## config.mk

```make
export PLATFORM = sky130hd
export DESIGN_NAME = codec_chan_regs
export DESIGN_NICKNAME = d
export VERILOG_FILES = /design/src/pkg/codec_regs_pkg.sv /design/src/pkg/byte_link_if.sv /design/src/design/pin_sync.sv /design/src/design/host_byte_shifter.sv /design/src/design/codec_chan_regs.sv
export VERILOG_INCLUDE_DIRS = /design/src /design/src/pkg
export SDC_FILE = /design/constraint.sdc
export NUM_CORES = 1
export LEC_CHECK = 0
export BUFFER_PORTS_ARGS = -buffer_cell sky130_fd_sc_hd__buf_2
export CORE_UTILIZATION = 55
export CTS_CLUSTER_DIAMETER = 50
export DETAILED_ROUTE_END_ITERATION = 10
export PLACE_DENSITY_LB_ADDON = 0.25
export SLEW_MARGIN = 10
export SYNTH_ARGS = -nofsm -noshare
export SYNTH_HDL_FRONTEND = slang
export SYNTH_SLANG_ARGS = --single-unit
```

## constraint.sdc

```tcl
create_clock -name CLK -period 2.35 [get_ports CLK]
set_input_delay 0.47 -clock CLK [delete_from_list [all_inputs] [get_ports CLK]]
set_output_delay 0.47 -clock CLK [all_outputs]
set_load 0.005 [all_outputs]
```

## src/pkg/codec_regs_params.svh

```systemverilog
// constants for the per-channel codec control register bank
// assumes command bytes arrive msb first, read/write flag in bit 0
//
// How it works
// - command bit 0: zero writes, one reads
// - status bit shows channel active
// - clock-fail bit set while unsynchronised
// - clock-fail readable with no channel enabled
// - five line pin directions, cleared at reset
// - coding bit and a-law/mu-law bit
// - select bit picks default or programmed coefficients
// - masked real-time bit never pulls interrupt low
// - interrupt mask resets to all ones
// - cutoff bits; balance filter off during receive cutoff
// - highpass bypass bit and extra receive loss
// - transmit interrupt armed only while bit set
// - slot loopback and full digital loopback bits
// - test tone present while tone bit set
// - revision byte read regardless of channel enables
// - transmit gain: two bytes, one plus product
// - transmit gain word default at reset
// - receive gain: two bytes, product only
// - receive gain word default at reset
// - channel commands touch only enabled channels
`ifndef CODEC_REGS_PARAMS_SVH
`define CODEC_REGS_PARAMS_SVH

// ==========================================================
// command opcodes, bits 7..1
`define OP_DIR 7'h2a
`define OP_OPF 7'h30
`define OP_MASK 7'h36
`define OP_OPC 7'h38
`define OP_REV 7'h39
`define OP_GX 7'h40
`define OP_GR 7'h41
`define CMD_RW_BIT 0
`define CMD_DIR_WR {`OP_DIR, 1'b0}
`define CMD_DIR_RD {`OP_DIR, 1'b1}
`define CMD_OPC_WR {`OP_OPC, 1'b0}
`define CMD_GX_WR {`OP_GX, 1'b0}
`define CMD_REV_RD {`OP_REV, 1'b1}

// ==========================================================
// field positions
`define STAT_ACTIVE 6
`define STAT_CLOCK_SYNC_LOST 5
`define OPF_LINEAR 7
`define OPF_MULAW 6
`define OPF_EGR 5
`define OPF_EGX 4
`define OPC_CTP 7
`define OPC_CRP 6
`define OPC_HPF 5
`define OPC_RG 4
`define OPC_ATI 3
`define OPC_ILB 2
`define OPC_FDL 1
`define OPC_TON 0

// ==========================================================
// reset values
`define DIR_RST 5'h00
`define OPF_RST 8'h00
`define MASK_RST 8'hff
`define OPC_RST 8'h00
`define GX_RST 16'ha9f0
`define GR_RST 16'h23a1

`endif

```

## src/pkg/codec_regs_pkg.sv

```systemverilog
// types shared by the codec register bank modules
// assumes codec_regs_params.svh supplies the constants
package codec_regs_pkg;

  typedef enum logic [1:0] {ST_CMD, ST_WR, ST_RD} core_state_e;

  typedef struct packed {
    logic [4:0] dir;
    logic [7:0] opf;
    logic [7:0] opc;
    logic [15:0] gx;
    logic [15:0] gr;
    logic [15:0] gx_eff;
    logic [15:0] gr_eff;
  } chan_regs_s;

endpackage

```

## src/pkg/byte_link_if.sv

```systemverilog
// byte link between the serial shifter and the register core
// assumes both ends run on the same clock
`timescale 1ns/1ns
`default_nettype none
interface byte_link_if;
  logic [7:0] rx_byte;
  logic rx_stb;
  logic frame;
  logic [7:0] tx_byte;
  logic tx_load;
  modport shifter (output rx_byte, rx_stb, frame, input tx_byte, tx_load);
  modport core (input rx_byte, rx_stb, frame, output tx_byte, tx_load);
endinterface
`default_nettype wire

```

## src/design/pin_sync.sv

```systemverilog
// two-stage synchroniser for pin inputs
// assumes a free running clock; reset value given by parameter
`timescale 1ns/1ns
`default_nettype none
module pin_sync #(
  parameter int W = 1,
  parameter logic [W-1:0] INIT = '0
) (
  input wire logic clk,
  input wire logic rst_n,
  input wire logic [W-1:0] d,
  output logic [W-1:0] q
);
  typedef struct packed {
    logic [W-1:0] meta;
    logic [W-1:0] sync;
  } sync_s;
  sync_s st;
  sync_s next_st;

  always_comb
  begin
    next_st.meta = d;
    next_st.sync = st.meta;
  end

  always_ff @(posedge clk or negedge rst_n)
  begin
    if (!rst_n)
      st <= {INIT, INIT};
    else
      st <= next_st;
  end

  assign q = st.sync;
endmodule
`default_nettype wire

```

## src/design/host_byte_shifter.sv

```systemverilog
// serial byte shifter for the host command port
// assumes synchronised pins; data shifts in msb first on rising dclk, out on falling dclk
`timescale 1ns/1ns
`default_nettype none
module host_byte_shifter (
  input wire logic clk,
  input wire logic rst_n,
  input wire logic dclk,
  input wire logic din,
  input wire logic cs_n,
  output logic dout,
  output logic dout_oe,
  byte_link_if.shifter lnk
);
  typedef struct packed {
    logic dclk_d;
    logic [7:0] sh_in;
    logic [2:0] cnt;
    logic [7:0] sh_out;
    logic dout;
    logic oe;
    logic [7:0] rx_byte;
    logic rx_stb;
  } shift_s;
  shift_s st;
  shift_s next_st;

  always_comb
  begin
    next_st = st;
    next_st.dclk_d = dclk;
    next_st.rx_stb = 1'b0;
    if (cs_n)
    begin
      next_st.cnt = 3'h0;
      next_st.oe = 1'b0;
    end
    else if (dclk && !st.dclk_d)
    begin
      next_st.sh_in = {st.sh_in[6:0], din};
      next_st.cnt = st.cnt + 3'h1;
      if (st.cnt == 3'h7)
      begin
        next_st.rx_byte = {st.sh_in[6:0], din};
        next_st.rx_stb = 1'b1;
      end
    end
    // no shift on the fall that opens a byte, so a fresh load survives
    else if (!dclk && st.dclk_d && st.cnt != 3'h0)
    begin
      next_st.dout = st.sh_out[7];
      next_st.sh_out = {st.sh_out[6:0], 1'b0};
    end
    if (lnk.tx_load && !cs_n)
    begin
      next_st.dout = lnk.tx_byte[7];
      next_st.sh_out = {lnk.tx_byte[6:0], 1'b0};
      next_st.oe = 1'b1;
    end
  end

  always_ff @(posedge clk or negedge rst_n)
  begin
    if (!rst_n)
    begin
      st <= '0;
      // dclk idles high, so no false rise after reset
      st.dclk_d <= 1'b1;
    end
    else
      st <= next_st;
  end

  assign dout = st.dout;
  assign dout_oe = st.oe;
  assign lnk.rx_byte = st.rx_byte;
  assign lnk.rx_stb = st.rx_stb;
  assign lnk.frame = !cs_n;
endmodule
`default_nettype wire

```

## src/design/codec_chan_regs.sv

```systemverilog
// per-channel control and status registers of a four-channel codec
// assumes serial host pins from outside, status inputs on CLK
`include "codec_regs_params.svh"
`timescale 1ns/1ns
`default_nettype none
module codec_chan_regs #(
  parameter int NCHAN = 4,
  // arbitrary value, not a real revision
  parameter logic [7:0] SILICON_REV = 8'h5a
) (
  // clock and reset
  input wire logic CLK,
  input wire logic RST_N,
  // host command port pins
  input wire logic DCLK,
  input wire logic DIN,
  input wire logic CS_N,
  output logic DOUT,
  output logic DOUT_OE,
  // device state
  input wire logic [NCHAN-1:0] CHAN_ENABLE,
  input wire logic [NCHAN-1:0] CHAN_ACTIVE,
  input wire logic CLOCK_SYNC_LOST,
  input wire logic [2*NCHAN-1:0] RT_DATA,
  input wire logic RT_INT_CLEAR,
  // line pins and coding
  output logic [5*NCHAN-1:0] LINE_IO_DIR,
  output logic [NCHAN-1:0] CODE_LINEAR,
  output logic [NCHAN-1:0] MU_LAW,
  output logic [6*NCHAN-1:0] FILT_PROG_SEL,
  // path options
  output logic [NCHAN-1:0] TX_CUT,
  output logic [NCHAN-1:0] RX_CUT,
  output logic [NCHAN-1:0] BAL_OFF,
  output logic [NCHAN-1:0] HPF_BYPASS,
  output logic [NCHAN-1:0] RX_LOSS,
  output logic [NCHAN-1:0] TX_IRQ_ARM,
  output logic [NCHAN-1:0] SLOT_LOOP,
  output logic [NCHAN-1:0] FULL_LOOP,
  output logic [NCHAN-1:0] TONE_ON,
  // gain coefficients in use
  output logic [16*NCHAN-1:0] TX_GAIN_COEF,
  output logic [16*NCHAN-1:0] RX_GAIN_COEF,
  // interrupt
  output logic INT_N
);
  import codec_regs_pkg::*;

  // ==========================================================
  // state
  typedef struct packed {
    core_state_e state;
    logic [7:0] cmd;
    logic idx;
    logic [7:0] lo_hold;
    logic [2*NCHAN-1:0] mask;
    logic [2*NCHAN-1:0] rt_prev;
    logic int_n;
    logic [7:0] tx_byte;
    logic tx_load;
    chan_regs_s [NCHAN-1:0] ch;
  } core_s;

  core_s st;
  core_s next_st;
  logic [2:0] pins;
  byte_link_if lnk();

  // ==========================================================
  // serial side
  pin_sync #(
    .W(3),
    .INIT(3'h6)
  ) u_sync (
    .clk(CLK),
    .rst_n(RST_N),
    .d({CS_N, DCLK, DIN}),
    .q(pins)
  );

  host_byte_shifter u_shift (
    .clk(CLK),
    .rst_n(RST_N),
    .dclk(pins[1]),
    .din(pins[0]),
    .cs_n(pins[2]),
    .dout(DOUT),
    .dout_oe(DOUT_OE),
    .lnk(lnk)
  );

  // ==========================================================
  // decode helpers
  function automatic logic known(input logic [7:0] c);
    logic k;
    k = 1'b0;
    case (c[7:1])
      `OP_DIR, `OP_OPF, `OP_MASK, `OP_OPC, `OP_GX, `OP_GR:
        k = 1'b1;
      `OP_REV:
        k = c[`CMD_RW_BIT];
      default:
        k = 1'b0;
    endcase
    return k;
  endfunction

  function automatic logic paired(input logic [7:0] c);
    return c[7:1] == `OP_GX || c[7:1] == `OP_GR;
  endfunction

  // per-channel fields are read from the lowest enabled channel; mask and revision reads are not
  function automatic logic [7:0] rd_byte(input logic [7:0] c, input logic hi);
    logic [7:0] r;
    int s;
    logic any;
    r = 8'h00;
    s = 0;
    any = 1'b0;
    for (int i = NCHAN - 1; i >= 0; i--)
    begin
      if (CHAN_ENABLE[i])
      begin
        s = i;
        any = 1'b1;
      end
    end
    case (c[7:1])
      `OP_DIR:
      begin
        r[`STAT_CLOCK_SYNC_LOST] = CLOCK_SYNC_LOST;
        if (any)
        begin
          r[`STAT_ACTIVE] = CHAN_ACTIVE[s];
          r[4:0] = st.ch[s].dir;
        end
      end
      `OP_OPF:
        r = any ? st.ch[s].opf : 8'h00;
      `OP_MASK:
        r = st.mask;
      `OP_OPC:
        r = any ? st.ch[s].opc : 8'h00;
      `OP_REV:
        r = SILICON_REV;
      `OP_GX:
        r = !any ? 8'h00 : hi ? st.ch[s].gx[7:0] : st.ch[s].gx[15:8];
      `OP_GR:
        r = !any ? 8'h00 : hi ? st.ch[s].gr[7:0] : st.ch[s].gr[15:8];
      default:
        r = 8'h00;
    endcase
    return r;
  endfunction

  // ==========================================================
  // next state
  always_comb
  begin
    next_st = st;
    next_st.tx_load = 1'b0;
    next_st.rt_prev = RT_DATA;
    // a change in the clearing cycle keeps the line low
    if (|((RT_DATA ^ st.rt_prev) & ~st.mask))
      next_st.int_n = 1'b0;
    else if (RT_INT_CLEAR)
      next_st.int_n = 1'b1;
    for (int i = 0; i < NCHAN; i++)
    begin
      next_st.ch[i].gx_eff = st.ch[i].opf[`OPF_EGX] ? st.ch[i].gx : `GX_RST;
      next_st.ch[i].gr_eff = st.ch[i].opf[`OPF_EGR] ? st.ch[i].gr : `GR_RST;
    end
    if (!lnk.frame)
    begin
      next_st.state = ST_CMD;
      next_st.idx = 1'b0;
    end
    else if (lnk.rx_stb)
    begin
      case (st.state)
        ST_CMD:
        begin
          next_st.cmd = lnk.rx_byte;
          next_st.idx = 1'b0;
          // unknown opcodes are dropped; the next byte is a command
          if (known(lnk.rx_byte))
          begin
            if (lnk.rx_byte[`CMD_RW_BIT])
            begin
              next_st.state = ST_RD;
              next_st.tx_byte = rd_byte(lnk.rx_byte, 1'b0);
              next_st.tx_load = 1'b1;
            end
            else
              next_st.state = ST_WR;
          end
        end
        ST_WR:
        begin
          if (paired(st.cmd) && !st.idx)
          begin
            next_st.lo_hold = lnk.rx_byte;
            next_st.idx = 1'b1;
          end
          else
          begin
            next_st.state = ST_CMD;
            if (st.cmd[7:1] == `OP_MASK)
              next_st.mask = lnk.rx_byte;
            for (int i = 0; i < NCHAN; i++)
            begin
              if (CHAN_ENABLE[i])
              begin
                case (st.cmd[7:1])
                  `OP_DIR:
                    next_st.ch[i].dir = lnk.rx_byte[4:0];
                  `OP_OPF:
                    next_st.ch[i].opf = lnk.rx_byte;
                  `OP_OPC:
                    next_st.ch[i].opc = lnk.rx_byte;
                  `OP_GX:
                    next_st.ch[i].gx = {st.lo_hold, lnk.rx_byte};
                  `OP_GR:
                    next_st.ch[i].gr = {st.lo_hold, lnk.rx_byte};
                  default:
                    ;
                endcase
              end
            end
          end
        end
        ST_RD:
        begin
          if (paired(st.cmd) && !st.idx)
          begin
            next_st.idx = 1'b1;
            next_st.tx_byte = rd_byte(st.cmd, 1'b1);
            next_st.tx_load = 1'b1;
          end
          else
            next_st.state = ST_CMD;
        end
        default:
          next_st.state = ST_CMD;
      endcase
    end
  end

  // ==========================================================
  // registers
  always_ff @(posedge CLK or negedge RST_N)
  begin
    if (!RST_N)
    begin
      st <= '0;
      st.state <= ST_CMD;
      st.mask <= `MASK_RST;
      st.int_n <= 1'b1;
      for (int i = 0; i < NCHAN; i++)
      begin
        st.ch[i].dir <= `DIR_RST;
        st.ch[i].opf <= `OPF_RST;
        st.ch[i].opc <= `OPC_RST;
        st.ch[i].gx <= `GX_RST;
        st.ch[i].gr <= `GR_RST;
        st.ch[i].gx_eff <= `GX_RST;
        st.ch[i].gr_eff <= `GR_RST;
      end
    end
    else
      st <= next_st;
  end

  // ==========================================================
  // outputs, all straight from the state
  assign lnk.tx_byte = st.tx_byte;
  assign lnk.tx_load = st.tx_load;
  assign INT_N = st.int_n;

  genvar g;
  generate
    for (g = 0; g < NCHAN; g++)
    begin : g_ch
      assign LINE_IO_DIR[5*g +: 5] = st.ch[g].dir;
      assign CODE_LINEAR[g] = st.ch[g].opf[`OPF_LINEAR];
      assign MU_LAW[g] = st.ch[g].opf[`OPF_MULAW];
      assign FILT_PROG_SEL[6*g +: 6] = st.ch[g].opf[5:0];
      assign TX_CUT[g] = st.ch[g].opc[`OPC_CTP];
      assign RX_CUT[g] = st.ch[g].opc[`OPC_CRP];
      // balance filter follows receive cutoff directly
      assign BAL_OFF[g] = st.ch[g].opc[`OPC_CRP];
      assign HPF_BYPASS[g] = st.ch[g].opc[`OPC_HPF];
      assign RX_LOSS[g] = st.ch[g].opc[`OPC_RG];
      assign TX_IRQ_ARM[g] = st.ch[g].opc[`OPC_ATI];
      assign SLOT_LOOP[g] = st.ch[g].opc[`OPC_ILB];
      assign FULL_LOOP[g] = st.ch[g].opc[`OPC_FDL];
      assign TONE_ON[g] = st.ch[g].opc[`OPC_TON];
      assign TX_GAIN_COEF[16*g +: 16] = st.ch[g].gx_eff;
      assign RX_GAIN_COEF[16*g +: 16] = st.ch[g].gr_eff;
    end
  endgenerate

  // ==========================================================
  // checks
  a_masked_no_int: assert property (@(posedge CLK) disable iff (!RST_N)
    (st.int_n && !RT_INT_CLEAR && !(|((RT_DATA ^ st.rt_prev) & ~st.mask))) |=> INT_N)
    else $error("interrupt fell without unmasked change");

  a_unmasked_int_low: assert property (@(posedge CLK) disable iff (!RST_N)
    (|((RT_DATA ^ st.rt_prev) & ~st.mask)) |=> !INT_N)
    else $error("unmasked change did not pull interrupt low");

  a_mask_reset_ones: assert property (@(posedge CLK) disable iff (!RST_N)
    $rose(RST_N) |-> st.mask == `MASK_RST)
    else $error("mask not all ones after reset");

  a_dir_write_lands: assert property (@(posedge CLK) disable iff (!RST_N)
    (st.state == ST_WR && lnk.frame && lnk.rx_stb && st.cmd == `CMD_DIR_WR
     && CHAN_ENABLE[0]) |=> LINE_IO_DIR[4:0] == $past(lnk.rx_byte[4:0]))
    else $error("direction write not applied");

  a_disabled_chan_kept: assert property (@(posedge CLK) disable iff (!RST_N)
    (st.state == ST_WR && st.cmd == `CMD_OPC_WR && !CHAN_ENABLE[0])
    |=> $stable(st.ch[0].opc))
    else $error("disabled channel was written");

  a_gain_first_byte: assert property (@(posedge CLK) disable iff (!RST_N)
    (st.state == ST_WR && lnk.rx_stb && st.cmd == `CMD_GX_WR && !st.idx)
    |=> $stable(st.ch[0].gx))
    else $error("gain latched before final byte");

  a_gain_default_sel: assert property (@(posedge CLK) disable iff (!RST_N)
    !st.ch[0].opf[`OPF_EGX] |=> TX_GAIN_COEF[15:0] == `GX_RST)
    else $error("default transmit gain not used");

  a_clock_sync_lost_readback: assert property (@(posedge CLK) disable iff (!RST_N)
    (st.state == ST_CMD && lnk.frame && lnk.rx_stb && lnk.rx_byte == `CMD_DIR_RD)
    |=> lnk.tx_load && lnk.tx_byte[`STAT_CLOCK_SYNC_LOST] == $past(CLOCK_SYNC_LOST))
    else $error("clock fail bit not returned");

  a_rev_readback: assert property (@(posedge CLK) disable iff (!RST_N)
    (st.state == ST_CMD && lnk.frame && lnk.rx_stb && lnk.rx_byte == `CMD_REV_RD)
    |=> lnk.tx_load && lnk.tx_byte == SILICON_REV)
    else $error("revision byte wrong");
endmodule
`default_nettype wire

```

After elaboration in Yosys (flattened, before gate mapping)
Cells that the tools add are included.
- add/subtract/negate cells: 1
- order comparisons: 2
- eq/ne operators: 26
- multiplexer cells: 106
- bitwise gates (word level): 5
- reductions and logical operators: 51
- operators by type and width (cell ; count):
    32-bit 2-to-1 mux ; 12
    85-bit binary-select mux with 2-bit select ; 2
    85-bit 2-to-1 mux ; 4
    16-bit 2-to-1 mux ; 11
    53-bit 2-to-1 mux ; 3
    6-bit AND reduction ; 21
    54-bit 2-to-1 mux ; 2
    8-bit 2-to-1 mux ; 13
    7-bit one-hot mux with 7 select lines ; 2
    7-bit by 6-bit equality test with 1-bit output, second input constant ; 10
    32-bit by 4-bit less-than comparator with 1-bit output, second input constant ; 2
    9-bit 2-to-1 mux ; 7
    1-bit 2-to-1 mux ; 30
    7-bit equality test, second input constant ; 4
    27-bit 2-to-1 mux ; 1
    9-bit one-hot mux with 2 select lines ; 1
    5-bit 2-to-1 mux ; 3
    3-bit by 2-bit != test with 1-bit output, second input constant ; 4
    3-bit AND reduction ; 4
    2-bit nonzero test ; 6
    10-bit 2-to-1 mux ; 1
    2-bit 2-to-1 mux ; 5
    1-bit one-hot mux with 5 select lines ; 2
    8-bit AND ; 1
    26 further kinds ; 40
- flip-flop bits (word level): 421
- output and inout port bits: 219

Logic depth before layout (Yosys ltp)
Gate-level depths: netlist of the first run.
- depth in word-level cells: 20
- mapped depth: 12

Modules after synthesis
From an unflattened synthesis of the first run, not the netlist that was laid out.
- cells, all modules: 1584
- area, all modules: 19403.6 µm²
- modules (own cells, without submodules) (module ; instances ; cells an instance ; area an instance (µm²)):
    codec_chan_regs ; 1 ; 1465 ; 17913.4
    host_byte_shifter ; 1 ; 113 ; 1335.0
    pin_sync ; 1 ; 6 ; 155.1

Worst setup path after synthesis of the first run
No wires, ideal clock.
- path type: input port to flip-flop
- start point: input CHAN_ENABLE[1]
- end point: register st (netlist bit lnk.tx_byte[1])
- arrival: 2.191 ns
- data required time: 2.217 ns
- setup slack: 0.025 ns
- cell stages on the path: 8
- cell sequence: or2_1 -> nor2_1 -> buf_4 -> mux2i_1 -> nor3_1 -> or4_1 -> o311ai_0 -> nand3_1
- longest elaborated chain between the ends: 15
- elaborated cells on any way between the ends: 44
- RTL lines (element ; line ; text):
    start: declaration ; codec_chan_regs.sv:21 ; input wire logic [NCHAN-1:0] CHAN_ENABLE,
    32-bit 2-to-1 mux (2 in series) ; codec_chan_regs.sv:122 ; if (CHAN_ENABLE[i])
    32-bit 2-to-1 mux ; codec_chan_regs.sv:188 ; if (lnk.rx_byte[`CMD_RW_BIT])
    32-bit 2-to-1 mux ; codec_chan_regs.sv:186 ; if (known(lnk.rx_byte))
    32-bit 2-to-1 mux ; codec_chan_regs.sv:180 ; case (st.state)
    32-bit 2-to-1 mux ; codec_chan_regs.sv:178 ; else if (lnk.rx_stb)
    32-bit 2-to-1 mux ; codec_chan_regs.sv:173 ; if (!lnk.frame)
    85-bit binary-select mux with 2-bit select ; - ;
    85-bit 2-to-1 mux (implied by the code) (2 in series) ; codec_chan_regs.sv:149 ; r = !any ? 8'h00 : hi ? st.ch[s].gr[7:0] : st.ch[s].gr[15:8];
    8-bit 2-to-1 mux, or another cell as far along ; codec_chan_regs.sv:149 ;
    7-bit one-hot mux with 7 select lines ; codec_chan_regs.sv:128 ; case (c[7:1])
    9-bit 2-to-1 mux ; codec_chan_regs.sv:188 ;
    9-bit 2-to-1 mux ; codec_chan_regs.sv:186 ;
    9-bit one-hot mux with 2 select lines (*) ; codec_chan_regs.sv:180 ;
    end signal: assignment ; codec_chan_regs.sv:271 ; st <= next_st;
    end: declaration ; codec_chan_regs.sv:64 ; core_s st;
Mark *: on every way between the ends. The rest lies on a longest branch, timed or not. The select of a mux whose other input is x is not followed.
A chain may end at the register's enable or synchronous reset.

Worst setup path after layout of the first run
- start point: register st[377] in the netlist's numbering
- end point: register st[212] in the netlist's numbering
- longest elaborated chain between the ends: 5
- elaborated cells on any way between the ends: 6
- RTL lines (element ; line ; text):
    7-bit equality test, on equally long branches ; - ;
    1-bit logical OR (no source line) ; - ;
    1-bit logical AND ; codec_chan_regs.sv:200 ; if (paired(st.cmd) && !st.idx)
    1-bit inverter (no source line) ; - ;
    6-bit AND reduction (no source line) (*) ; - ;
Mark *: on every way between the ends. The rest lies on a longest branch, timed or not.

==> impl_metrics.py, run 1 <==
metrics = {
    "timing": {
        "hold_viol": 0,
        "max_freq_mhz": 431,
        "grt_setup_unrepaired": "yes",
        "worst_slew_margin_rel_pct": 46.6,
        "fin_max_slew_vios": 0,
        "timing.final.crit_period_ps": 2320,
        "report.final.setup_viol": 0,
        "clock-skew-final_ps": 20.0,
        "tightestPinTransition_ps": 799,
        "final.period_utilization_pct": 98.7,
    },
    "route": {
        "num_vias": 13860,
        "wl_per_cell_um": 25.6,
        "drt_first_pass_iters": 5,
        "drcViolationCount": 0,
        "ant_nets": 0,
        "post_drt_via_cell_ratio": 5.86,
        "routed_wl_um": 60600,
        "drt_iter0_markers": 1207,
    },
    "power": {
        "max-vdd-ir-drop_v": 0.000537,
        "seqPwrFrac_pct": 47.8,
        "p_switching_mw": 3.49,
        "power_report.internal_total_mw": 12.0,
        "power_density_mw_per_mm2": 675,
        "leakagePower_nw": 11.0,
        "total_power_mw": 15.5,
        "sw_frac_of_total_pct": 22.5,
        "pwr-share-clk_pct": 47.4,
        "power_frac_comb_pct": 4.7,
    },
    "synth": {
        "synthesis.yosys.warnings": 0,
        "synth.ff_latch_count": 419,
        "synth_cell_types": 70,
        "ys_async_sr_fraction_pct": 100,
        "post_synth_top_flop": "sky130_fd_sc_hd__dfrtp_1",
        "gate_count_after_technology_mapping": 1667,
        "syn_area_per_cell_sq_um": 11.8,
        "seq_area_frac_synth_pct": 53.9,
        "number_of_synthesized_flops_with_an_enable_pin": 0,
        "post_synth_instance_area_sq_mm": 0.0197,
        "synth.net_count": 1696,
    },
    "critical_path": {
        "r2r_cells": 7,
        "critical_path_peak_fanout": 11,
        "worstSetupStartpointType": "register",
        "end_kind": "register",
        "timing.setup.critical_path_class": "register to register",
        "data_arrival_time_of_the_worst_path_ps": 2770,
        "required_ps": 2800,
    },
    "cells_and_area": {
        "n_fill_cell": 2731,
        "nNetsFinal": 1895,
        "antenna-diode-count": 0,
        "area_growth_syn_to_layout_pct": 16.6,
        "layout-drive-gt1-share_pct": 50.2,
        "utilization_pct": 65.0,
    },
    "die": {
        "io_pins": 242,
        "die_x_um": 191,
        "start_util_pct": 55.7,
        "floorplan.die_area_sq_mm": 0.0366,
        "overall_die_height_um": 191,
        "floorplan.rows": 69,
        "core_region_area_sq_mm": 0.0354,
    },
    "min_path": {
        "worst_hold_path_type": "primary input to register",
        "hold_path_depth": 1,
    },
    "outcome": {
        "outcome": "complete, no violations",
    },
    "global_routing": {
        "grt.total_usage_pct": 34.0,
        "grt_pass1_vias": 13921,
        "grt-ovfl-total": 0,
        "grt_first_pass_wirelength_um": 90300,
        "antenna_violations_before_repair": 0,
        "maximum_number_of_pins_on_one_net_before_global_route_repair": 74,
    },
    "placed_design": {
        "port_buffers": 241,
        "hpwl_after_detailed_placement_um": 45500,
        "place.gp.congestion": 1.08,
    },
    "cts": {
        "cts_tree": "built",
        "cts.clk_slew.worst_paths_ps": 60,
        "cts-buffers-inserted": 46,
        "clock_insertion_delay_worst_skew_ps": 580,
        "htree_levels": 2,
        "cts.sink_count": 419,
        "root_buffer": "sky130_fd_sc_hd__clkbuf_16",
        "clk_path_buf_depth": 3,
    },
    "job": {
        "max_cap_viol": 0,
    },
}
==> per-stage QoR <==
step                setup WS (ps)  hold WS [ps]  setup TNS, ps  area [sq um]  std cells
detailed placement           -469           347         -10500         21300       2274
CTS                          -106          12.5          -1940         22900       2364
finish                       30.3          32.7              0         23000       2365
global placement             -484           337          -9540         21300       2274
floorplan                    25.4           174              0         19700       1667
global route                -5.35          8.89          -5.35         23000       2365
==> timing repair <==
action	in CTS	in global routing
hold buffers	4	0
endpoints found under the hold margin	18	0
buffers inserted	0	1
gates resized for setup	10	17
setup endpoints to repair	69	71
==> routing by layer <==
metal / vias up / global-route usage (%) / part of all wire, %
met2: 662 / 53.3 / 47
met1: 7093 / 47.3 / 43
li1: 5964 / - / -
met3: 141 / 5.49 / 6.6
met5: - / 0 / 0
met4: 0 / 13.7 / 4.0
==> critical path, cell delays in order (launching register included) <==
cell                       delay [ps]
sky130_fd_sc_hd__dfrtp_1          430
sky130_fd_sc_hd__nor4_4           350
sky130_fd_sc_hd__buf_4            210
sky130_fd_sc_hd__nand4b_1         150
sky130_fd_sc_hd__buf_4            210
sky130_fd_sc_hd__nor2_1           260
sky130_fd_sc_hd__buf_6            240
sky130_fd_sc_hd__mux2_2           360
==> cell usage in the layout (no fill, tap or decap), drive strengths merged, types with 21 or more instances in the layout <==
master	count
mux2	260
clkbuf	69
a21oi	37
nand2b	63
o21ai	38
nand3	54
nand2	118
dfrtp	293
and2	75
nor2	80
nor3	21
buf	446
dfstp	126
==> registers in the layout, summed over array words and instances (netlist names), 4 cells and up <==
name and flops:
TX_GAIN_COEF 64, BAL_OFF 4, u_shift.lnk.rx_byte 8, FILT_PROG_SEL 24, TX_IRQ_ARM 4, TX_CUT 4, HPF_BYPASS 4, CODE_LINEAR 4
RX_LOSS 4, lnk.tx_byte 8, LINE_IO_DIR 20, FULL_LOOP 4, RX_GAIN_COEF 64, u_shift.st 18, st 162, MU_LAW 4
TONE_ON 4, SLOT_LOOP 4
==> cells in the mapped netlist (8+ instances only) <==
library cell                 n  area share (%)
sky130_fd_sc_hd__nand4_1    10            0.32
sky130_fd_sc_hd__dfrtp_1   293              37
sky130_fd_sc_hd__buf_4     220             8.4
sky130_fd_sc_hd__mux4_2     10             1.1
sky130_fd_sc_hd__o21ai_0    36            0.91
sky130_fd_sc_hd__buf_2      24            0.61
sky130_fd_sc_hd__a22oi_1     8            0.30
sky130_fd_sc_hd__dfstp_2   126              17
sky130_fd_sc_hd__nand3_1    54             1.4
sky130_fd_sc_hd__mux2_2    260              15
sky130_fd_sc_hd__a31oi_1    16            0.51
sky130_fd_sc_hd__a21oi_1    37            0.94
sky130_fd_sc_hd__nor2_1     77             1.5
sky130_fd_sc_hd__xnor2_1     9            0.40
sky130_fd_sc_hd__mux2i_1    20             1.0
sky130_fd_sc_hd__a211oi_1    9            0.34
sky130_fd_sc_hd__o211ai_1    9            0.34
sky130_fd_sc_hd__nand2_1   118             2.2
sky130_fd_sc_hd__nand2b_1   63             2.0
sky130_fd_sc_hd__and2_1     75             2.4
sky130_fd_sc_hd__nor3_1     21            0.53
sky130_fd_sc_hd__inv_1       9            0.17
sky130_fd_sc_hd__clkbuf_1   49            0.93
sky130_fd_sc_hd__nor2b_1     8            0.25
==> area by class of cell <==
| cell class | instances | area [sq um] | area share, % |
|---|---|---|---|
| flip-flops and latches | 419 | 10600 | 46.3 |
| multi-input cells | 939 | 7120 | 30.9 |
| repair buffers | 450 | 3040 | 13.2 |
| clock buffers | 69 | 1400 | 6.10 |
| well taps | 461 | 577 | 2.51 |
| clock inverters | 17 | 175 | 0.762 |
| inverters | 10 | 37.5 | 0.163 |
==> worst paths after layout <==
kind                       slack [ps]               from               end
hold reg to reg                   350  u_sync.next_st[0]       u_sync.q[0]
setup / recovery                   30            st[377]           st[212]
hold / removal                     30         RT_DATA[2]           st[352]
max in group asynchronous        1120              RST_N             INT_N
setup reg to reg                   30            st[377]           st[212]
min in group asynchronous         430              RST_N  TX_GAIN_COEF[57]
==> kinds of logic (layout without fill, tap and decap cells) <==
kind of cell,count (synthesis),after routing,synth area share (%)
buffers and inverters,309,546,10.3
AO/OA/AOI/OAI,167,167,5.58
flip-flops,419,419,53.9
multiplexers,290,290,17.0
adder cells (fa/ha/maj),6,6,0.380
XOR/XNOR,9,9,0.399
AND/OR/NAND/NOR,467,467,12.4
==> power groups by stage <==
stage	combinational, mW	sequential (mW)	clock (mW)
after floorplan	0.320	7.52	0
after global placement	0.710	7.53	0
after detailed placement	0.728	7.55	0
after CTS	0.738	7.43	7.47
after global routing	0.807	7.44	7.74
final	0.735	7.42	7.36
(Power assumes the default switching activity.)
==> inputs of run 2 (changes only) <==
- RECOVER_POWER: unset -> 25
==> run 2 against run 1 <==
  * The flow now finishes with violations (max-capacitance violations, max-slew violations)
  * Die area unchanged
  * Clock skew about the same
  * Sequential power about the same
  * Design area decreased by 0.19%
  * Register-to-register slack about the same
  * Via count decreased by 0.62%
  * Maximum frequency about the same
  * Routed wire length about the same
  * Critical path type unchanged
  * Largest cell class unchanged
  * Highest routed layer unchanged
==> impl_metrics.py, run 2 (synthesized netlist as in run 1, its figures left out) <==
metrics = {
    "placed_design": {
        "port_buffers": 241,
        "place.gp.congestion": 1.08,
        "hpwl_after_detailed_placement_um": 45500,
        "place.detailed.instances": 2274,
        "place_ws_ps": -469,
    },
    "cts": {
        "htree_levels": 2,
        "cts.clk_slew.worst_paths_ps": 60,
        "clk_path_buf_depth": 3,
        "cts-buffers-inserted": 46,
        "cts.sink_count": 419,
        "root_buffer": "sky130_fd_sc_hd__clkbuf_16",
        "clock_insertion_delay_worst_skew_ps": 580,
        "cts_tree": "built",
    },
    "min_path": {
        "worst_hold_path_type": "primary input to register",
        "min-delay-start": "RT_DATA[6]",
    },
    "global_routing": {
        "antenna_violations_before_repair": 0,
        "maximum_number_of_pins_on_one_net_before_global_route_repair": 74,
        "grt_first_pass_wirelength_um": 90300,
        "grt_pass1_vias": 13921,
        "grt-ovfl-total": 0,
        "grt.total_usage_pct": 34.0,
    },
    "die": {
        "start_util_pct": 55.7,
        "core_region_area_sq_mm": 0.0354,
        "io_pins": 242,
        "overall_die_height_um": 191,
        "floorplan.die_area_sq_mm": 0.0366,
        "floorplan.rows": 69,
        "die_x_um": 191,
    },
    "power": {
        "seqPwrFrac_pct": 47.8,
        "power_density_mw_per_mm2": 676,
        "max-vdd-ir-drop_v": 0.000538,
        "leakagePower_nw": 10.9,
        "power_frac_comb_pct": 4.7,
        "power_report.internal_total_mw": 12.0,
        "pwr-share-clk_pct": 47.5,
        "p_switching_mw": 3.50,
        "sw_frac_of_total_pct": 22.5,
    },
    "timing": {
        "final.hold.worst_slack_ps": 46.6,
        "report.final.setup_viol": 0,
        "final.period_utilization_pct": 98.8,
        "grt_setup_unrepaired": "yes",
        "max_freq_mhz": 431,
        "tightestPinTransition_ps": 1650,
        "timing.final.crit_period_ps": 2320,
        "fin_max_slew_vios": 53,
        "minimum_setup_slack_in_the_final_design_ps": 29.3,
        "worst_slew_margin_rel_pct": -10.3,
        "hold_viol": 0,
        "clock-skew-final_ps": 19.9,
    },
    "critical_path": {
        "rrSetupSlack_ps": 30,
        "critical_path_peak_fanout": 11,
        "critical_path.slowest_cell": "sky130_fd_sc_hd__dfrtp_1",
        "end_kind": "register",
        "regToRegEndpoint": "st[212]",
        "critPathBufInv": 3,
        "path_cells": "nor4_4 -> buf_4 -> nand4b_1 -> buf_4 -> nor2_1 -> buf_6 -> mux2_2",
        "setup.worst_path.end": "st[212]",
        "r2r_cells": 7,
        "worstSetupPathDepth": 7,
        "worst_path_dominant_cell_family": "simple AND/OR/NAND/NOR gates",
        "timing.setup.critical_path_class": "register to register",
        "crit_start": "st[377]",
        "max_stage_delay_ps": 430,
        "rr_startpoint": "st[377]",
        "worstSetupStartpointType": "register",
        "data_arrival_time_of_the_worst_path_ps": 2770,
        "cpMostUsedCell": "sky130_fd_sc_hd__buf_4",
        "required_ps": 2800,
    },
    "route": {
        "drt_iter0_markers": 1245,
        "wl_per_cell_um": 25.6,
        "drt_first_pass_iters": 7,
        "drcViolationCount": 0,
        "post_drt_via_cell_ratio": 5.82,
        "routed_wl_um": 60600,
        "num_vias": 13774,
        "ant_nets": 0,
    },
    "cells_and_area": {
        "layout_common_cells": "289 x sky130_fd_sc_hd__dfrtp_1, 260 x sky130_fd_sc_hd__mux2_2, 232 x sky130_fd_sc_hd__buf_2",
        "max_flop_register": "st",
        "layout-drive-gt1-share_pct": 49.6,
        "nNetsFinal": 1895,
        "largest_register_ff_count": 162,
        "area_growth_syn_to_layout_pct": 16.3,
        "layoutNonFillerInstCount": 2365,
        "layout.cells.most_common": "sky130_fd_sc_hd__dfrtp_1",
        "antenna-diode-count": 0,
        "n_fill_cell": 2745,
    },
    "outcome": {
        "outcome": "complete, but fails checks",
        "violated_checks": "max-capacitance violations, max-slew violations",
    },
    "job": {
        "max_cap_viol": 1,
    },
}
==> run 2: changes by cell type in the layout (fill, tap and decap cells not counted), moves of 4 or more <==
cell                       delta
sky130_fd_sc_hd__and2_0      +41
sky130_fd_sc_hd__clkbuf_1    +10
sky130_fd_sc_hd__buf_2        -8
sky130_fd_sc_hd__buf_4        -5
sky130_fd_sc_hd__clkbuf_2     +4
sky130_fd_sc_hd__and2_1      -41
==> run 2: worst min-delay path by stage <==
stage | to | cells after the start | slack, ps
finish | st[356] | 1 | 50
global route | st[351] | 1 | 20
CTS | st[352] | 1 | 10
detailed placement | u_sync.q[1] | 0 | 350
global placement | u_sync.q[0] | 0 | 340
floorplan | BAL_OFF[0] | 0 | 170
==> run 2: repair_timing <==
item / in CTS / in global routing
setup buffers: 0 / 1
hold buffers: 4 / 0
gates resized for setup: 10 / 17
endpoints found under the setup margin: 69 / 71
endpoints found under the hold margin: 18 / 0
==> run 2: worst reg2reg max path: stages (launching register included) <==
cell and delay (ps):
sky130_fd_sc_hd__dfrtp_1 430, sky130_fd_sc_hd__nor4_4 340, sky130_fd_sc_hd__buf_4 210, sky130_fd_sc_hd__nand4b_1 160
sky130_fd_sc_hd__buf_4 210, sky130_fd_sc_hd__nor2_1 260, sky130_fd_sc_hd__buf_6 230, sky130_fd_sc_hd__mux2_2 360
==> run 2: stage by stage <==
| stage | instance area [sq um] | power (mW) | util, % | TNS (ps) |
|---|---|---|---|---|
| 2_1_floorplan | 19700 | 7.84 | - | 0 |
| 3_3_place_gp | 21300 | 8.24 | 60.2 | -9540 |
| 3_5_place_dp | 21300 | 8.28 | 60.2 | -10500 |
| 4_1_cts | 22900 | 15.6 | 64.8 | -1940 |
| 5_1_grt | 23000 | 16.0 | 64.9 | -5.35 |
| 6_report | 23000 | 15.5 | 64.9 | 0 |
==> run 2: cell type report <==
| cell class | count | area, sq um | area share (%) |
|---|---|---|---|
| Sequential cell | 419 | 10600 | 46.4 |
| Clock inverter | 17 | 175 | 0.763 |
| Multi-Input combinational cell | 939 | 7120 | 31.0 |
| Tap cell | 461 | 577 | 2.51 |
| Inverter | 10 | 37.5 | 0.163 |
| Clock buffer | 69 | 1400 | 6.11 |
| Timing Repair Buffer | 450 | 3000 | 13.1 |
==> run 2: routing by layer <==
layer / wire length (um) / GRT usage (%) / vias to the layer above
li1: - / - / 5959
met1: 25800 / 47.3 / 7066
met2: 28300 / 53.3 / 611
met3: 3940 / 5.49 / 138
met4: 2450 / 13.7 / 0
met5: 0 / 0 / -
==> run 2: power by group through the flow <==
stage | registers [mW] | logic [mW] | clock network (mW)
6_report | 7.42 | 0.727 | 7.37
5_1_grt | 7.43 | 0.799 | 7.74
4_1_cts | 7.43 | 0.738 | 7.47
3_5_place_dp | 7.55 | 0.728 | 0
3_3_place_gp | 7.53 | 0.710 | 0
2_1_floorplan | 7.52 | 0.320 | 0
==> inputs of run 3 (changes only) <==
- ABC_AREA: unset -> 1
==> run 3 against run 2 <==
  * Critical path type unchanged
  * Die area increased by 4.5%
  * Synthesized area is 4.5% higher
  * The flow now finishes without violations
  * Synthesized cell count is 50% higher
  * Design area decreased by 2.7%
  * First-iteration DRC count is 4.8% higher
  * Largest power group is now clock
  * Combinational power is 10% higher
==> impl_metrics.py, run 3 <==
metrics = {
    "cts": {
        "cts-buffers-inserted": 47,
        "postCtsResizedCells": 0,
        "cts.clk_slew.worst_paths_ps": 60,
        "clk_path_buf_depth": 3,
        "cts_hold_buffers": 5,
        "htree_levels": 2,
        "cts_tree": "built",
        "cts.sink_count": 419,
        "root_buffer": "sky130_fd_sc_hd__clkbuf_16",
        "cts_setup_buffers": 0,
        "clock_insertion_delay_worst_skew_ps": 580,
    },
    "die": {
        "die_x_um": 196,
        "start_util_pct": 56.1,
        "floorplan.die_area_sq_mm": 0.0383,
        "floorplan.rows": 70,
        "overall_die_height_um": 196,
        "core_region_area_sq_mm": 0.0368,
        "io_pins": 242,
    },
    "placed_design": {
        "hpwl_after_detailed_placement_um": 40500,
        "place.gp.congestion": 0.943,
        "port_buffers": 241,
        "place_ws_ps": 26.6,
    },
    "timing": {
        "final.hold.worst_slack_ps": 31.1,
        "minimum_setup_slack_in_the_final_design_ps": 221,
        "timing.final.crit_period_ps": 2130,
        "max_freq_mhz": 470,
        "clock-skew-final_ps": 14.3,
        "final.period_utilization_pct": 90.6,
        "setup_total_negative_slack_ps": 0,
        "grt_setup_unrepaired": "no",
        "fin_max_slew_vios": 0,
        "tightestPinTransition_ps": 874,
        "report.final.setup_viol": 0,
        "worst_slew_margin_rel_pct": 41.7,
        "hold_viol": 0,
    },
    "critical_path": {
        "end_kind": "register",
        "required_ps": 2840,
        "data_arrival_time_of_the_worst_path_ps": 2620,
        "r2r_cells": 9,
        "max_stage_delay_ps": 410,
        "critPathBufInv": 1,
        "path_cells": "nor2_1 -> nand3_2 -> a21oi_2 -> inv_2 -> nand3_4 -> nor2_8 -> nand2_4 -> nand2_1 -> o21ai_1",
        "worstSetupPathDepth": 9,
        "critical_path_peak_fanout": 32,
        "worst_path_dominant_cell_family": "simple AND/OR/NAND/NOR gates",
        "critical_path.slowest_cell": "sky130_fd_sc_hd__dfrtp_1",
        "worstSetupStartpointType": "register",
        "timing.setup.critical_path_class": "register to register",
    },
    "cells_and_area": {
        "antenna-diode-count": 0,
        "layout.cells.most_common": "sky130_fd_sc_hd__nand2_1",
        "largest_register_ff_count": 162,
        "area_growth_syn_to_layout_pct": 8.29,
        "layout-drive-gt1-share_pct": 21.2,
        "n_fill_cell": 3289,
        "max_flop_register": "st",
        "nNetsFinal": 2547,
        "layout_common_cells": "805 x sky130_fd_sc_hd__nand2_1, 309 x sky130_fd_sc_hd__inv_1, 293 x sky130_fd_sc_hd__dfrtp_1",
    },
    "synth": {
        "gate_count_after_technology_mapping": 2493,
        "synthesis.yosys.warnings": 0,
        "yosysMostFrequentCell": "sky130_fd_sc_hd__nand2_1",
        "ys_async_sr_fraction_pct": 100,
        "netlist_top_cells_count": "805 x sky130_fd_sc_hd__nand2_1, 309 x sky130_fd_sc_hd__inv_1, 293 x sky130_fd_sc_hd__dfrtp_1",
        "seq_area_frac_synth_pct": 51.6,
        "post_synth_instance_area_sq_mm": 0.0206,
        "post_synth_top_flop": "sky130_fd_sc_hd__dfrtp_1",
        "post-synth-top-area-fraction_pct": 35.6,
        "synth.net_count": 2522,
        "synth.ff_latch_count": 419,
        "synth_cell_types": 38,
        "syn_area_per_cell_sq_um": 8.27,
        "yosys-top-cells-area": "sky130_fd_sc_hd__dfrtp_1 36%, sky130_fd_sc_hd__dfstp_2 16%, sky130_fd_sc_hd__nand2_1 15%, sky130_fd_sc_hd__buf_4 8.0%, sky130_fd_sc_hd__inv_1 5.6%",
        "number_of_synthesized_flops_with_an_enable_pin": 0,
        "synthDominantAreaCellType": "sky130_fd_sc_hd__dfrtp_1",
    },
    "route": {
        "drt_iter0_markers": 1305,
        "num_vias": 15853,
        "routed_wl_um": 58300,
        "wl_per_cell_um": 19.3,
        "drt_first_pass_iters": 7,
        "drcViolationCount": 0,
        "ant_nets": 0,
        "post_drt_via_cell_ratio": 5.24,
    },
    "power": {
        "power_report.internal_total_mw": 12.1,
        "max-vdd-ir-drop_v": 0.000571,
        "seqPwrFrac_pct": 46.6,
        "sw_frac_of_total_pct": 23.3,
        "p_switching_mw": 3.68,
        "power_density_mw_per_mm2": 708,
        "power_frac_comb_pct": 5.1,
        "total_power_mw": 15.8,
        "leakagePower_nw": 11.6,
        "pwr-share-clk_pct": 48.3,
    },
    "job": {
        "max_cap_viol": 0,
    },
    "outcome": {
        "outcome": "complete, no violations",
    },
    "global_routing": {
        "maximum_number_of_pins_on_one_net_before_global_route_repair": 63,
        "grt-ovfl-total": 0,
        "antenna_violations_before_repair": 0,
        "grt_first_pass_wirelength_um": 88600,
        "grt_pass1_vias": 15163,
        "grt.total_usage_pct": 31.0,
    },
    "min_path": {
        "worst_hold_path_type": "primary input to register",
        "hold_path_depth": 1,
    },
}
==> run 3: changes by cell type in the layout (fill, tap and decap cells not counted), sizes merged, moves of 30 or more <==
cell,delta
a21oi,-30
and2,-74
buf,-147
inv,+314
mux2,-260
nand2,+710
nand2b,-63
nand3,+141
o21ai,+238
==> run 3: worst register-to-register path: stages, from the launching register on <==
cell and delay [ps]:
sky130_fd_sc_hd__dfrtp_1 410, sky130_fd_sc_hd__nor2_1 260, sky130_fd_sc_hd__nand3_2 150, sky130_fd_sc_hd__a21oi_2 260
sky130_fd_sc_hd__inv_2 110, sky130_fd_sc_hd__nand3_4 210, sky130_fd_sc_hd__nor2_8 120, sky130_fd_sc_hd__nand2_4 290
sky130_fd_sc_hd__nand2_1 120, sky130_fd_sc_hd__o21ai_1 120
==> run 3: final cells by class <==
class	instances	area, sq um	area share, %
Clock buffer	64	1360	6.10
Clock inverter	23	270	1.21
Inverter	323	1210	5.43
Timing Repair Buffer	306	1840	8.25
Multi-Input combinational cell	1421	6410	28.7
Tap cell	468	586	2.62
Sequential cell	419	10600	47.7
==> run 3: worst paths after layout <==
path                                    end  slack [ps]         startpoint
setup reg to reg                    st[221]         220            st[379]
hold reg to reg                 u_sync.q[0]         350  u_sync.next_st[0]
min in group asynchronous  RX_GAIN_COEF[27]         440              RST_N
hold / removal                      st[353]          30         RT_DATA[3]
max in group asynchronous           st[379]         640              RST_N
setup / recovery                    st[221]         220            st[379]
==> run 3: power by group through the flow <==
stage	Clock, mW	Combinational, mW	Sequential, mW
floorplan	0	0.403	7.48
global route	8.01	0.888	7.38
global placement	0	0.797	7.49
CTS	7.75	0.817	7.37
detailed placement	0	0.807	7.49
finish	7.63	0.802	7.37
==> run 3: per-stage QoR <==
step	utilization, %	cells	area (sq um)
finish	60.7	3024	22300
global route	60.7	3024	22300
CTS	60.9	3024	22400
global placement	56.3	2932	20700
floorplan	-	2493	20600
detailed placement	56.3	2932	20700
==> run 3: cells by family (layout without fill, tap and decap cells) <==
group	Yosys count	count (layout)	synth area share (%)
xor+xnor	5	5	0.212
flops	419	419	51.6
fa+ha+maj	6	6	0.364
compound gates	296	296	7.32
simple gates	1114	1114	23.2
buf+inv	653	716	17.3
==> run 3: layer usage <==
layer  global-route usage (%)  part of all wire (%)  vias to the layer above
met4                     16.9                   5.4                        0
met1                     40.8                    42                     7569
met5                        0                     0                        -
met3                     4.16                   6.1                      148
li1                         -                     -                     7522
met2                     49.8                    47                      614
